==> config.mk <==
export PLATFORM = sky130hd
export DESIGN_NAME = fsd_ctrl
export DESIGN_NICKNAME = d
export VERILOG_FILES = /design/src/rtl/fsd_pkg.sv /design/src/rtl/fsd_fifo.sv /design/src/rtl/fsd_ctrl.sv
export SDC_FILE = /design/constraint.sdc
export NUM_CORES = 1
export LEC_CHECK = 0
export BUFFER_PORTS_ARGS = -buffer_cell sky130_fd_sc_hd__clkbuf_2
export CORE_UTILIZATION = 65
export CTS_BUF_LIST = sky130_fd_sc_hd__clkbuf_4
export DETAILED_ROUTE_END_ITERATION = 16
export PLACE_DENSITY = 0.82
export SKIP_CTS_REPAIR_TIMING = 1
export SYNTH_ARGS = -nofsm -noshare
export SYNTH_HDL_FRONTEND = slang
export SYNTH_SLANG_ARGS = --single-unit
==> constraint.sdc <==
create_clock -name clk -period 6.6 [get_ports clk]
set_input_delay 1.32 -clock clk [delete_from_list [all_inputs] [get_ports clk]]
set_output_delay 1.32 -clock clk [all_outputs]
set_load 0.01 [all_outputs]
==> src/rtl/fsd_pkg.sv <==
// constants, types and the decade adder shared by the synthesizer control files
package fsd_pkg;

    // ****************************************************************
    // ring counter and accumulator geometry
    // ****************************************************************
    localparam int RING_LEN    = 10;  // states of the ring counter
    localparam int HALF_LEN    = 5;   // reference clocks in one half cycle
    localparam int ALIGN_POS   = 5;   // ring output that retimes carry and strobe
    localparam int INT_POS     = 6;   // ring output that steps the integer adder
    localparam int DIGIT_W     = 4;   // one bcd decade
    localparam int FRAC_DIGITS = 5;   // decades of the fractional part
    localparam int INT_DIGITS  = 3;   // decades of the integer part
    localparam int FRAC_W      = FRAC_DIGITS * DIGIT_W;
    localparam int INT_W       = INT_DIGITS * DIGIT_W;
    localparam int WORD_W      = FRAC_W + INT_W;
    localparam int FIFO_DEPTH  = 8;   // frequency words waiting for transfer

    // ****************************************************************
    // reset values
    // ****************************************************************
    localparam logic [RING_LEN-1:0] RING_RESET = 10'h001;

    // ****************************************************************
    // accumulation phase, one per half cycle
    // ****************************************************************
    typedef enum logic [0:0] {
        FSD_PH_FIRST  = 1'b0,
        FSD_PH_SECOND = 1'b1
    } fsd_phase_t;

    // one decade of decimal addition: {carry, digit}, wraps at ten
    function automatic logic [4:0] fsd_bcd_add(input logic [3:0] a,
                                               input logic [3:0] b,
                                               input logic       c);
        logic [4:0] s;
        s = {1'b0, a} + {1'b0, b} + {4'h0, c};
        if (s > 5'h09) begin
            s = s + 5'h06;
        end
        return s;
    endfunction : fsd_bcd_add

endpackage : fsd_pkg

==> src/rtl/fsd_fifo.sv <==
// word fifo with registered read data, valid and ready on both sides
module fsd_fifo
    import fsd_pkg::*;
#(
    parameter int W     = 32,
    parameter int DEPTH = 8
) (
    input  wire logic         clk,
    input  wire logic         srst,
    input  wire logic         in_valid,
    output logic              in_ready,
    input  wire logic [W-1:0] in_data,
    output logic              out_valid,
    input  wire logic         out_ready,
    output logic [W-1:0]      out_data
);
    localparam int AW = (DEPTH > 1) ? $clog2(DEPTH) : 1;

    typedef struct packed {
        logic [DEPTH-1:0][W-1:0] mem;
        logic [AW-1:0]           wr;
        logic [AW-1:0]           rd;
        logic [AW:0]             cnt;
        logic                    out_v;
        logic [W-1:0]            dout;
    } fsd_fifo_st_t;

    fsd_fifo_st_t st_reg;
    fsd_fifo_st_t st_next;
    logic         push;
    logic         take;

    // ****************************************************************
    // storage, pointers and output stage
    // ****************************************************************
    // full stalls the writer; an idle reader lets the fifo really fill
    always_comb begin
        st_next = st_reg;
        push    = in_valid && (st_reg.cnt != (AW + 1)'(DEPTH));
        take    = (st_reg.cnt != '0) && (!st_reg.out_v || out_ready);
        if (push) begin
            st_next.mem[st_reg.wr] = in_data;
            st_next.wr             = AW'(st_reg.wr + 1'b1);
        end
        if (take) begin
            st_next.dout  = st_reg.mem[st_reg.rd];
            st_next.rd    = AW'(st_reg.rd + 1'b1);
            st_next.out_v = 1'b1;
        end else if (out_ready) begin
            st_next.out_v = 1'b0;
        end
        st_next.cnt = (AW + 1)'(st_reg.cnt + {AW'(0), push} - {AW'(0), take});
    end

    // register the whole state
    always_ff @(posedge clk) begin
        if (srst) begin
            st_reg <= '0;
        end else begin
            st_reg <= st_next;
        end
    end

    assign in_ready  = (st_reg.cnt != (AW + 1)'(DEPTH));
    assign out_valid = st_reg.out_v;
    assign out_data  = st_reg.dout;

endmodule : fsd_fifo

==> src/rtl/fsd_ctrl.sv <==
// digital control of the fractional-n local oscillator synthesizer
//
// Overview of operation
// The 1 MHz reference steps accumulator, latches and storage registers.
// Ten-state ring counter built from two chained shift stages with feedback.
// First ring stage delays a one-clock pulse by five reference clocks.
// Ring yields 50% square wave, ten clocks period, five per half.
// Complementary half controls gate feedback, result register and carry capture. Code: feedback is ring[9] or an empty ring, not gated by them.
// 100 kHz phase reference is the last output of the second stage.
// One ring output retimes adder carry and the strobe alignment flops.
// Ring pulses step accumulation phases and present decades in turn.
// Controller sends frequency words on serial data, shift clock and strobe.
// Strobe passes two flops; holding load lags retimed strobe one clock. Code: load request lags one clock, hold loads from the fifo at ring[9].
// Serial bits enter at the top decades and shift down on serial clock.
// Each decade is 4-bit bcd; lowest 1 Hz, top holds 1 and 10 MHz.
// Controller loads tuned frequency plus offsets; arithmetic absorbs them.
// Three integer decades drive the divider, five fractional feed accumulator.
// Fraction realised by averaging: carries select higher ratio per 100,000.
// Decade terminal count wraps to zero and carries into integer adder.
// Holding registers keep old word while shifting; update only on load.
module fsd_ctrl
    import fsd_pkg::*;
(
    input  wire logic              clk,
    input  wire logic              srst,
    input  wire logic              ref_clk_in,
    input  wire logic              ser_clk,
    input  wire logic              ser_data,
    input  wire logic              ser_strobe,
    output logic                   half_ctl,
    output logic                   half_ctl_n,
    output logic                   ref_100k,
    output logic [INT_W-1:0]       int_ratio,
    output logic                   mod_up,
    output logic [FRAC_W-1:0]      frac_res,
    output logic                   load_busy
);

    // ****************************************************************
    // state of the block
    // ****************************************************************
    typedef struct packed {
        logic                  ref_s1;     // reference pin synchroniser
        logic                  ref_s2;
        logic                  ref_prev;   // for edge finding
        logic                  sck_s1;     // serial clock synchroniser
        logic                  sck_s2;
        logic                  sck_prev;
        logic                  sda_s1;     // serial data synchroniser
        logic                  sda_s2;
        logic                  stb_s1;     // strobe, first retiming flop
        logic                  stb_s2;     // strobe, second retiming flop
        logic                  stb_a;      // strobe aligned to the ring
        logic                  stb_b;      // strobe one reference clock later
        logic [RING_LEN-1:0]   ring;       // one-hot ring counter
        fsd_phase_t            phase;      // accumulation phase
        logic [WORD_W-1:0]     shift;      // serial-in chain of decades
        logic                  pend;       // word waiting to enter fifo
        logic [WORD_W-1:0]     hold;       // frequency holding registers
        logic [FRAC_W-1:0]     acc;        // fractional accumulator
        logic                  cin;        // carry between decades
        logic                  carry_cap;  // carry-out of the top decade
        logic                  carry_rt;   // carry retimed by the ring
        logic [INT_W-1:0]      int_ratio;  // integer divide ratio
        logic                  mod_up;     // higher ratio selected
        logic                  half_a;     // first half cycle control
        logic                  half_b;     // second half cycle control
        logic                  ref_100k;   // phase comparator reference
        logic [FRAC_W-1:0]     res;        // result register
    } fsd_state_t;

    fsd_state_t          st_reg;
    fsd_state_t          st_next;
    logic                tick;
    logic                sck_rise;
    logic                load_evt;
    logic                push;
    logic                pop;
    logic                fifo_in_ready;
    logic                fifo_out_valid;
    logic [WORD_W-1:0]   fifo_data;

    // ****************************************************************
    // event strobes from the synchronised pins
    // ****************************************************************
    // a reference edge is the only time base of the ring, strobe alignment and accumulator logic
    assign tick     = st_reg.ref_s2 & ~st_reg.ref_prev;
    assign sck_rise = st_reg.sck_s2 & ~st_reg.sck_prev;
    // the delayed strobe rises in the tick that copies stb_a into stb_b
    assign load_evt = tick & st_reg.stb_a & ~st_reg.stb_b;
    // a loaded word waits in pend until the fifo can take it
    assign push     = st_reg.pend & fifo_in_ready;
    // new words only enter at the end of the second half cycle
    assign pop      = tick & st_reg.ring[RING_LEN-1] & fifo_out_valid;

    // ****************************************************************
    // word buffer between the serial link and the holding registers
    // ****************************************************************
    fsd_fifo #(
        .W     (WORD_W),
        .DEPTH (FIFO_DEPTH)
    ) u_fifo (
        .clk       (clk),
        .srst      (srst),
        .in_valid  (st_reg.pend),
        .in_ready  (fifo_in_ready),
        .in_data   (st_reg.shift),
        .out_valid (fifo_out_valid),
        .out_ready (tick & st_reg.ring[RING_LEN-1]),
        .out_data  (fifo_data)
    );

    // ****************************************************************
    // next state
    // ****************************************************************
    always_comb begin
        logic [4:0] sum;
        logic       c;
        sum     = 5'h00;
        c       = 1'b0;
        st_next = st_reg;

        // two flops on every pin before any logic looks at it
        st_next.ref_s1   = ref_clk_in;
        st_next.ref_s2   = st_reg.ref_s1;
        st_next.ref_prev = st_reg.ref_s2;
        st_next.sck_s1   = ser_clk;
        st_next.sck_s2   = st_reg.sck_s1;
        st_next.sck_prev = st_reg.sck_s2;
        st_next.sda_s1   = ser_data;
        st_next.sda_s2   = st_reg.sda_s1;
        st_next.stb_s1   = ser_strobe;
        st_next.stb_s2   = st_reg.stb_s1;

        // serial data enter the top decades and move toward 1 Hz
        if (sck_rise) begin
            st_next.shift = {st_reg.sda_s2, st_reg.shift[WORD_W-1:1]};
        end

        // strobe alignment flop stepped by the ring, then one clock later
        if (tick && st_reg.ring[ALIGN_POS]) begin
            st_next.stb_a = st_reg.stb_s2;
        end
        if (tick) begin
            st_next.stb_b = st_reg.stb_a;
        end

        // a new load request wins over the push that clears it
        if (push) begin
            st_next.pend = 1'b0;
        end
        if (load_evt) begin
            st_next.pend = 1'b1;
        end

        // holding registers change only on transfer of a loaded word
        if (pop) begin
            st_next.hold = fifo_data;
        end

        // ring: stage one is ring[4:0], stage two ring[9:5]
        if (tick) begin
            st_next.ring = {st_reg.ring[RING_LEN-2:0], 1'b0};
            // feedback gating restarts an empty ring
            st_next.ring[0] = st_reg.ring[RING_LEN-1]
                            | ~|st_reg.ring[RING_LEN-2:0];
        end

        // accumulation steps
        case (st_reg.phase)
            FSD_PH_FIRST: begin
                // one fractional decade per reference clock
                if (tick) begin
                    for (int i = 0; i < FRAC_DIGITS; i++) begin
                        if (st_reg.ring[i]) begin
                            c   = (i == 0) ? 1'b0 : st_reg.cin;
                            sum = fsd_bcd_add(st_reg.acc[i*DIGIT_W +: DIGIT_W],
                                              st_reg.hold[i*DIGIT_W +: DIGIT_W],
                                              c);
                            st_next.acc[i*DIGIT_W +: DIGIT_W] = sum[3:0];
                            st_next.cin = sum[4];
                            // carry capture only in the first half
                            if (i == FRAC_DIGITS - 1) begin
                                st_next.carry_cap = sum[4];
                            end
                        end
                    end
                end
            end
            FSD_PH_SECOND: begin
                // result register and carry retiming in the second half
                if (tick && st_reg.ring[ALIGN_POS]) begin
                    st_next.res       = st_reg.acc;
                    st_next.carry_rt  = st_reg.carry_cap;
                    st_next.carry_cap = 1'b0;
                end
                // integer part plus retimed carry sets the divide ratio
                if (tick && st_reg.ring[INT_POS]) begin
                    c = st_reg.carry_rt;
                    for (int d = 0; d < INT_DIGITS; d++) begin
                        sum = fsd_bcd_add(
                            st_reg.hold[FRAC_W + d*DIGIT_W +: DIGIT_W],
                            4'h0, c);
                        st_next.int_ratio[d*DIGIT_W +: DIGIT_W] = sum[3:0];
                        c = sum[4];
                    end
                    st_next.mod_up = st_reg.carry_rt;
                end
            end
            default: begin
                st_next.phase = FSD_PH_FIRST;
            end
        endcase

        // half cycle controls and the 100 kHz reference follow the ring
        st_next.half_a   = |st_next.ring[HALF_LEN-1:0];
        st_next.half_b   = ~st_next.half_a;
        st_next.phase    = st_next.half_a ? FSD_PH_FIRST : FSD_PH_SECOND;
        st_next.ref_100k = st_next.ring[RING_LEN-1];
    end

    // ****************************************************************
    // state register
    // ****************************************************************
    always_ff @(posedge clk) begin
        if (srst) begin
            st_reg        <= '0;
            st_reg.ring   <= RING_RESET;
            st_reg.half_a <= 1'b1;
            // a reference pin already high at release must not look like an edge
            st_reg.ref_s1   <= 1'b1;
            st_reg.ref_s2   <= 1'b1;
            st_reg.ref_prev <= 1'b1;
        end else begin
            st_reg <= st_next;
        end
    end

    // outputs straight from the state flops
    assign half_ctl   = st_reg.half_a;
    assign half_ctl_n = st_reg.half_b;
    assign ref_100k   = st_reg.ref_100k;
    assign int_ratio  = st_reg.int_ratio;
    assign mod_up     = st_reg.mod_up;
    assign frac_res   = st_reg.res;
    assign load_busy  = st_reg.pend;

    // ****************************************************************
    // checks
    // ****************************************************************
    // ring holds exactly one set bit
    AST_RING_ONEHOT: assert property (@(posedge clk) disable iff (srst)
        $onehot(st_reg.ring))
        else $error("ring counter not one-hot");

    // ring moves only on a reference edge
    AST_RING_TICK: assert property (@(posedge clk) disable iff (srst)
        !tick |=> $stable(st_reg.ring))
        else $error("ring moved without reference edge");

    // stage one output comes from its fifth position
    AST_STAGE_DELAY: assert property (@(posedge clk) disable iff (srst)
        ($changed(st_reg.ring) && st_reg.ring[HALF_LEN]) |-> $past(st_reg.ring[HALF_LEN-1]))
        else $error("stage one delay wrong");

    // half controls complementary and tied to stage one
    AST_HALF: assert property (@(posedge clk) disable iff (srst)
        (st_reg.half_a == |st_reg.ring[HALF_LEN-1:0]) && (st_reg.half_b != st_reg.half_a))
        else $error("half cycle control wrong");

    // result register written only in the second half
    AST_RES_HALF: assert property (@(posedge clk) disable iff (srst)
        $changed(st_reg.res) |-> $past(st_reg.half_b) && $past(st_reg.ring[ALIGN_POS]))
        else $error("result register written in wrong half");

    // reference is the last ring position
    AST_REF100K: assert property (@(posedge clk) disable iff (srst)
        st_reg.ref_100k == st_reg.ring[RING_LEN-1])
        else $error("100 kHz reference misplaced");

    // aligned strobe changes only at the retiming ring output
    AST_STB_ALIGN: assert property (@(posedge clk) disable iff (srst)
        $changed(st_reg.stb_a) |-> $past(tick) && $past(st_reg.ring[ALIGN_POS]))
        else $error("strobe retimed off the ring output");

    // delayed strobe copies the aligned strobe one reference clock later
    AST_STB_LAG: assert property (@(posedge clk) disable iff (srst)
        $changed(st_reg.stb_b) |-> $past(tick) && (st_reg.stb_b == $past(st_reg.stb_a)))
        else $error("load strobe lag wrong");

    // shift chain moves only on the serial clock
    AST_SHIFT: assert property (@(posedge clk) disable iff (srst)
        $changed(st_reg.shift) |-> $past(sck_rise) && (st_reg.shift[WORD_W-1] == $past(st_reg.sda_s2)))
        else $error("shift chain moved without serial clock");

    // holding registers change only on transfer
    AST_HOLD: assert property (@(posedge clk) disable iff (srst)
        $changed(st_reg.hold) |-> $past(pop))
        else $error("holding registers changed without load");

    // the modulus select changes only at the integer ring step
    AST_MOD: assert property (@(posedge clk) disable iff (srst)
        $changed(st_reg.mod_up) |-> $past(st_reg.ring[INT_POS]) && $past(tick))
        else $error("modulus select changed off its ring step");

    // the word enters the wait slot only on the delayed strobe edge
    AST_LOAD_EVT: assert property (@(posedge clk) disable iff (srst)
        $rose(st_reg.pend) |-> $past(tick) && $past(st_reg.stb_a) && !$past(st_reg.stb_b))
        else $error("load request without delayed strobe edge");

    // fractional decades are added only on reference edges of the first half
    AST_ACC_HALF: assert property (@(posedge clk) disable iff (srst)
        $changed(st_reg.acc) |-> $past(tick) && $past(st_reg.half_a))
        else $error("accumulator stepped outside the first half");

    // carry of the top decade is captured at its own ring step
    AST_CARRY_CAP: assert property (@(posedge clk) disable iff (srst)
        $rose(st_reg.carry_cap) |-> $past(tick) && $past(st_reg.ring[FRAC_DIGITS-1]))
        else $error("carry captured off its ring step");

    // retimed carry moves only at the alignment ring output
    AST_CARRY_RT: assert property (@(posedge clk) disable iff (srst)
        $changed(st_reg.carry_rt) |-> $past(tick) && $past(st_reg.ring[ALIGN_POS]))
        else $error("carry retimed off the ring output");

    // integer ratio is rebuilt only at its ring step
    AST_INT_STEP: assert property (@(posedge clk) disable iff (srst)
        $changed(st_reg.int_ratio) |-> $past(tick) && $past(st_reg.ring[INT_POS]))
        else $error("integer ratio changed off its ring step");

    // a loaded bcd word keeps every accumulated decade decimal
    for (genvar g = 0; g < FRAC_DIGITS; g++) begin : g_bcd
        AST_BCD_DIGIT: assert property (@(posedge clk) disable iff (srst)
            st_reg.acc[g*DIGIT_W +: DIGIT_W] <= 4'h9)
            else $error("accumulator decade beyond nine");
    end

    // main scenarios
    COV_LOAD: cover property (@(posedge clk) disable iff (srst) pop);
    COV_INT_WRAP: cover property (@(posedge clk) disable iff (srst) $rose(st_reg.mod_up) && st_reg.int_ratio == '0);
    COV_CARRY: cover property (@(posedge clk) disable iff (srst) $rose(st_reg.mod_up));
    COV_FULL: cover property (@(posedge clk) disable iff (srst) st_reg.pend && !fifo_in_ready);

endmodule : fsd_ctrl

==> summary.md, run 1 <==
| Metric | Value |
|---|---|
| Core area | 29600 um^2 |
| Initial antenna violation count | 1 |
| Max Clock Skew | 57.2 ps |
| Initial DRC Count | 1962 |
| Startpoint types | flop |
| First-pass GRT wire length | 76.5 mm |
| GRT Total Usage | 31.2% |
| Vias per cell | 5.96 |
| DP HPWL | 27.0 mm |
| Max-cap violations | 0 |
| Worst-margin pin slew | 1150 ps |
| Remaining DRCs | 0 |
| Antenna Nets Post-Route | 0 |
| Outcome | complete, no violations |
| Post-synthesis area per instance | 8.38 um^2 |
| Share of cells above drive strength 1 | 13.5% |
| Synth Register Bits | 444 |
| Commonest non-fill, non-tap cells in the layout | nand2_1 (758), dfxtp_1 (441), a21oi_1 (379), clkbuf_4 (149), nor2_1 (86) |
| I/O Pins | 43 |
| DP Worst Slack | 1780 ps |
| Clk sink count | 444 |
| P&R area growth vs syn | 6.51% |
| Leak | 6.98 nW |
| Die area | 30700 um^2 |
| Post-Route WL | 47.8 mm |
| Layout Nets | 2338 |
| Crit path top cell by count | ha_1 |
| PD cells | 278 nW/um^2 |
| Data required, critical path | 7250 ps |
| Period utilisation layout | 75.0% |
| Design area | 20800 um^2 |
| Seq/Total Area, Yosys | 45.6% |
| Fmax | 202 MHz |
| Slowest stage delay, CP | 400 ps |
| Clk_lat worst skew | 770 ps |
| RSZ-0062 raised after global routing | no |
| CTS H-tree depth | 3 |
| Max IR drop VDD | 0.163 mV |
| Initial Utilization | 65.9% |
| Critical R2R Launch | st_reg[36] |
| Die extent in x | 175 um |
| Max reg flops | 266 |
| GP Congestion | 0.869 |
| CTS tree | built |
| Core Rows | 63 |
| Final Setup Violations | 0 |
| Largest net degree at the start of global routing | 221 |
| Syn_nets | 2385 |
| Worst hold margin | 420 ps |
| Wire length per cell | 17.5 um |
| Post-DP Area | 19400 um^2 |
| Hold Vio Cnt, Final | 0 |
| Design Power | 5.76 mW |
| Vias | 16300 |
| Setup TNS | 0 ps |
| First drt pass iteration count | 6 |
| CP Data Arrival Time | 5600 ps |
| Cell Chain, Critical Path | ha_1 > nand2b_1 > a21oi_1 > o21ai_0 > o31ai_1 > ha_1 > ha_1 > xnor2_1 > ha_1 > nor2_1 > o21ai_0 > o21ai_0 > ha_1 > ha_1 > xnor2_1 > ha_1 > nor2b_1 > o311ai_0 > o21ai_1 > nor2_1 > maj3_1 > o21ai_1 |
| Die Ht | 175 um |
| GRT overflow | 0 |
| Root buf cell | clkbuf_4 |
| Worst Setup End Kind | flop |
| Yosys warns | 0 |
| Post-synth EDFFs | 0 |
| Critical path origin | st_reg[36] |
| Top_reg_cell synth | dfxtp_1 |
| CP Class | reg -> reg |
| Slowest CP cell | ha_1 |
| Max clock buf depth | 3 |
| Syn Inst Count | 2326 |
| Min-delay worst type | reg -> reg |
| Post-synthesis async set-or-reset flop share | 0% |
| Worst setup margin | 1650 ps |
| Slew HR | 23.1% |
| Cell Area, Synth | 19500 um^2 |
| Max Fanout on Critical Path | 10 |
| Vias in the first global route | 15700 |
| Most common cell after layout, fill and taps aside | nand2_1 |
| CTS Buf Count | 109 |
| Netlist cell types | 68 |
| Tmin final | 4950 ps |
| Fin. max-slew vios | 0 |
| I/O Buffers | 42 |
| CTS clock-pin slew for the worst setup and hold paths | 60 ps |
| HP Start | st_next[145] |
cell type report:
cell class	count	area (um^2)
flip-flops and latches	444	8890
clock buffers	149	1120
multi-input cells	1632	9550
inverters	28	105
repair buffers	64	398
diodes	1	2.50
well taps	390	488
clock inverters	21	200
fillers	2281	8800
routing by layer:
layer / wire length [um] / vias up / GRT usage [%] / share of wire (%)
li1: - / 7728 / - / -
met1: 18800 / 7585 / 38.5 / 39
met2: 23100 / 761 / 52.4 / 48
met3: 4170 / 191 / 5.94 / 8.7
met4: 1750 / 0 / 15.2 / 3.6
met5: 0 / - / 0 / 0
kinds of logic after synthesis:
logic type / Yosys count / synth area share [%]
AO/OA/AOI/OAI: 493 / 14.2
XOR/XNOR: 24 / 1.08
adder cells (fa/ha/maj): 54 / 3.84
buffers and inverters: 250 / 5.67
flip-flops: 444 / 45.6
multiplexers: 110 / 9.77
AND/OR/NAND/NOR: 951 / 19.8
report_power, final:
part	leakage [nW]	internal, mW	switching (mW)	total (mW)
Combinational	2.62	0.253	0.342	0.595
Sequential	3.59	2.79	0.153	2.95
Clock	0.779	1.18	1.04	2.22
Total	6.98	4.23	1.54	5.76
stage by stage:
stage / cells / utilization (%)
6_report: 2729 / 70.2
5_1_grt: 2729 / 70.2
4_1_cts: 2728 / 70.2
3_5_place_dp: 2558 / 65.8
3_3_place_gp: 2558 / 65.8
2_1_floorplan: 2326 / -
Yosys cell counts (all sizes together) (6+ instances only):
master  number  area, um^2
nand2      759        2850
dfxtp      444        8890
a21oi      379        1900
clkbuf     149         559
nor2        88         330
buf         73         440
mux4        64        1440
a211oi      47         353
mux2i       44         440
ha          43         538
inv         28         105
nor2b       17         106
nand3       16        80.1
o21ai       16        80.1
xnor2       15         131
nand2b      11        71.3
nor3        11        65.1
fa          10         200
xor2         9        78.8
and2         7        43.8
nand3b       7        52.6
nor3b        7        72.6
a21o         6        45.0
a31oi        6        43.8
and3         6        37.5
or2          6        37.5
path summary, 6_finish.rpt:
kind,cells after the start,slack [ps],end
max reg2reg,22,1650,int_ratio[11]
min,1,420,st_next[144]
max,22,1650,int_ratio[11]
min reg2reg,1,420,st_next[144]
critical path: cells and delay by family, from the launching register on:
| kind | cells | cell delay [ps] |
|---|---|---|
| fa+ha+maj | 8 | 2190 |
| compound gates | 8 | 1150 |
| simple gates | 4 | 580 |
| xor+xnor | 2 | 540 |
| flops | 1 | 390 |
(Power assumes the default switching activity.)
==> run 2: changes to the inputs <==
Settings changed: CORE_UTILIZATION 65 to 59, PLACE_DENSITY 0.82 to 0.79.
Clock period 6.6 ns to 4.5 ns, I/O delays scaled along.
==> run 2 against run 1 <==
  * Die area up 10%
  * Cell count up 2.1%
  * Sequential share of layout area down 0.33 points
  * Critical path type unchanged
  * Critical endpoint unchanged
  * Largest cell class unchanged
  * Highest routed layer unchanged
==> summary.md, run 2 (synthesized netlist as in run 1, its figures left out) <==
| Metric | Value |
|---|---|
| Outcome | complete, no violations (unchanged) |
| Period utilisation layout | 93.4% (was 75.0%) |
| Post-Layout Cell Count | 2787 (was 2729) |
| Vias | 16000 (was 16300) |
| Hold Vio Cnt, Final | 0 (unchanged) |
| Root buf cell | clkbuf_4 (unchanged) |
| Max Clock Skew | 54.3 ps (was 57.2 ps) |
| I/O Pins | 43 (unchanged) |
| Dpl cells | 2613 (was 2558) |
| CP Data Arrival Time | 4920 ps (was 5600 ps) |
| I/O Buffers | 42 (unchanged) |
| GRT overflow | 0 (unchanged) |
| Initial DRC Count | 1317 (was 1962) |
| Die extent in x | 184 um (was 175 um) |
| First-pass GRT wire length | 76.5 mm (about the same) |
| Remaining DRCs | 0 (unchanged) |
| Antenna Nets Post-Route | 0 (unchanged) |
| Initial Utilization | 59.9% (was 65.9%) |
| CTS Buf Count | 110 (was 109) |
| Setup TNS | 0 ps (unchanged) |
| Layout Nets | 2343 (was 2338) |
| Most common cell after layout, fill and taps aside | nand2_1 (unchanged) |
| GP Congestion | 0.877 (was 0.869) |
| Commonest non-fill, non-tap cells in the layout | nand2_1 (758), dfxtp_1 (439), a21oi_1 (379), clkbuf_4 (160), nor2_1 (85) (was nand2_1 (758), dfxtp_1 (441), a21oi_1 (379), clkbuf_4 (149), nor2_1 (86)) |
| Clk_lat worst skew | 790 ps (was 770 ps) |
| Util after Layout | 64.3% (was 70.2%) |
| Data required, critical path | 5220 ps (was 7250 ps) |
| Post-DP Area | 19600 um^2 (was 19400 um^2) |
| Share of cells above drive strength 1 | 14.6% (was 13.5%) |
| Largest net degree at the start of global routing | 164 (was 221) |
| Post-Route WL | 47.3 mm (was 47.8 mm) |
| Max clock buf depth | 3 (unchanged) |
| Max-cap violations | 0 (unchanged) |
| Core area | 32500 um^2 (was 29600 um^2) |
| Vias in the first global route | 15600 (was 15700) |
| Final Setup Violations | 0 (unchanged) |
| First drt pass iteration count | 5 (was 6) |
| Wire length per cell | 17.0 um (was 17.5 um) |
| CTS tree | built (unchanged) |
| Max reg flops | 266 (unchanged) |
| CP Class | reg -> reg (unchanged) |
| Max Fanout on Critical Path | 6 (was 10) |
| Tmin final | 4200 ps (was 4950 ps) |
| DP HPWL | 27.1 mm (was 27.0 mm) |
| Fin. max-slew vios | 0 (unchanged) |
| GRT Total Usage | 28.2% (was 31.2%) |
| Design area | 20900 um^2 (was 20800 um^2) |
| Slew HR | 20.5% (was 23.1%) |
| Min-delay worst type | in -> reg (was reg -> reg) |
| Die Ht | 184 um (was 175 um) |
| Die area | 33800 um^2 (was 30700 um^2) |
| Leak | 7.00 nW (was 6.98 nW) |
| Vias per cell | 5.75 (was 5.96) |
| PD cells | 401 nW/um^2 (was 278 nW/um^2) |
| RSZ-0062 raised after global routing | no (unchanged) |
| Fmax | 238 MHz (was 202 MHz) |
| Worst-margin pin slew | 1190 ps (was 1150 ps) |
| Startpoint types | flop (unchanged) |
| Worst Setup End Kind | flop (unchanged) |
| CTS H-tree depth | 3 (unchanged) |
| Max IR drop VDD | 0.280 mV (was 0.163 mV) |
| CTS clock-pin slew for the worst setup and hold paths | 60 ps (about the same) |
| Core Rows | 66 (was 63) |
| P&R area growth vs syn | 7.36% (was 6.51%) |
| Initial antenna violation count | 1 (unchanged) |
| Clk sink count | 444 (unchanged) |
run 2: cell types whose count changed in the layout (fill, tap and decap cells not counted), sizes merged:
| cell | previous run | this run |
|---|---|---|
| clkinvlp | 0 | 2 |
| bufinv | 4 | 1 |
| clkbuf | 190 | 201 |
| buf | 23 | 27 |
| clkinv | 16 | 7 |
| diode | 1 | 2 |
run 2: cell type report:
type	count	area, um^2
diodes	2	5.00
clock buffers	160	1200
clock inverters	11	80.1
fillers	2754	11600
inverters	28	105
multi-input cells	1632	9630
flip-flops and latches	444	8900
well taps	442	553
repair buffers	68	453
run 2: worst max-delay path, cell delays in order (launching register included):
cell     delay (ps)
dfxtp_2         360
ha_4            190
nor2_1          130
o21ai_0          90
o21ai_0         170
o31ai_1         100
ha_1            240
ha_4            300
inv_1            80
ha_2            210
nor2_2          160
o21ai_0         110
o21ai_0          90
ha_2            220
ha_2            240
xnor2_1         170
ha_2            230
nor2b_4         170
nor4_1           80
o21ai_1         280
nor2_1           80
maj3_1          360
o21ai_1         120
run 2: final timing paths:
path | depth (start not counted) | slack [ps] | startpoint | to
hold reg to reg | 1 | 420 | st_next[145] | st_next[144]
setup / recovery | 22 | 300 | st_reg[36] | int_ratio[11]
setup reg to reg | 22 | 300 | st_reg[36] | int_ratio[11]
hold / removal | 2 | 340 | ref_clk_in | st_next[145]
run 2: stage by stage:
step           hold slack [ps]  setup slack [ps]  total power [mW]
2_1_floorplan              389               253              5.06
3_3_place_gp               409               235              5.27
3_5_place_dp               403             -99.9              5.30
4_1_cts                    298             -92.2              8.44
5_1_grt                    305              7.13              8.77
6_report                   344               296              8.38
run 2: metal layers:
layer  track usage [%]  vias up  routed length [um]
met5                 0        -                   0
li1                  -     7736                   -
met1              34.8     7593               19200
met2              48.5      573               23500
met3              5.21      113                3430
met4              11.6        0                1150
run 2: power by group:
part	internal [mW]	total [mW]	switching, mW	leakage (nW)
Clock	1.65	3.17	1.52	0.768
Combinational	0.385	0.940	0.555	2.64
Sequential	4.10	4.27	0.176	3.59
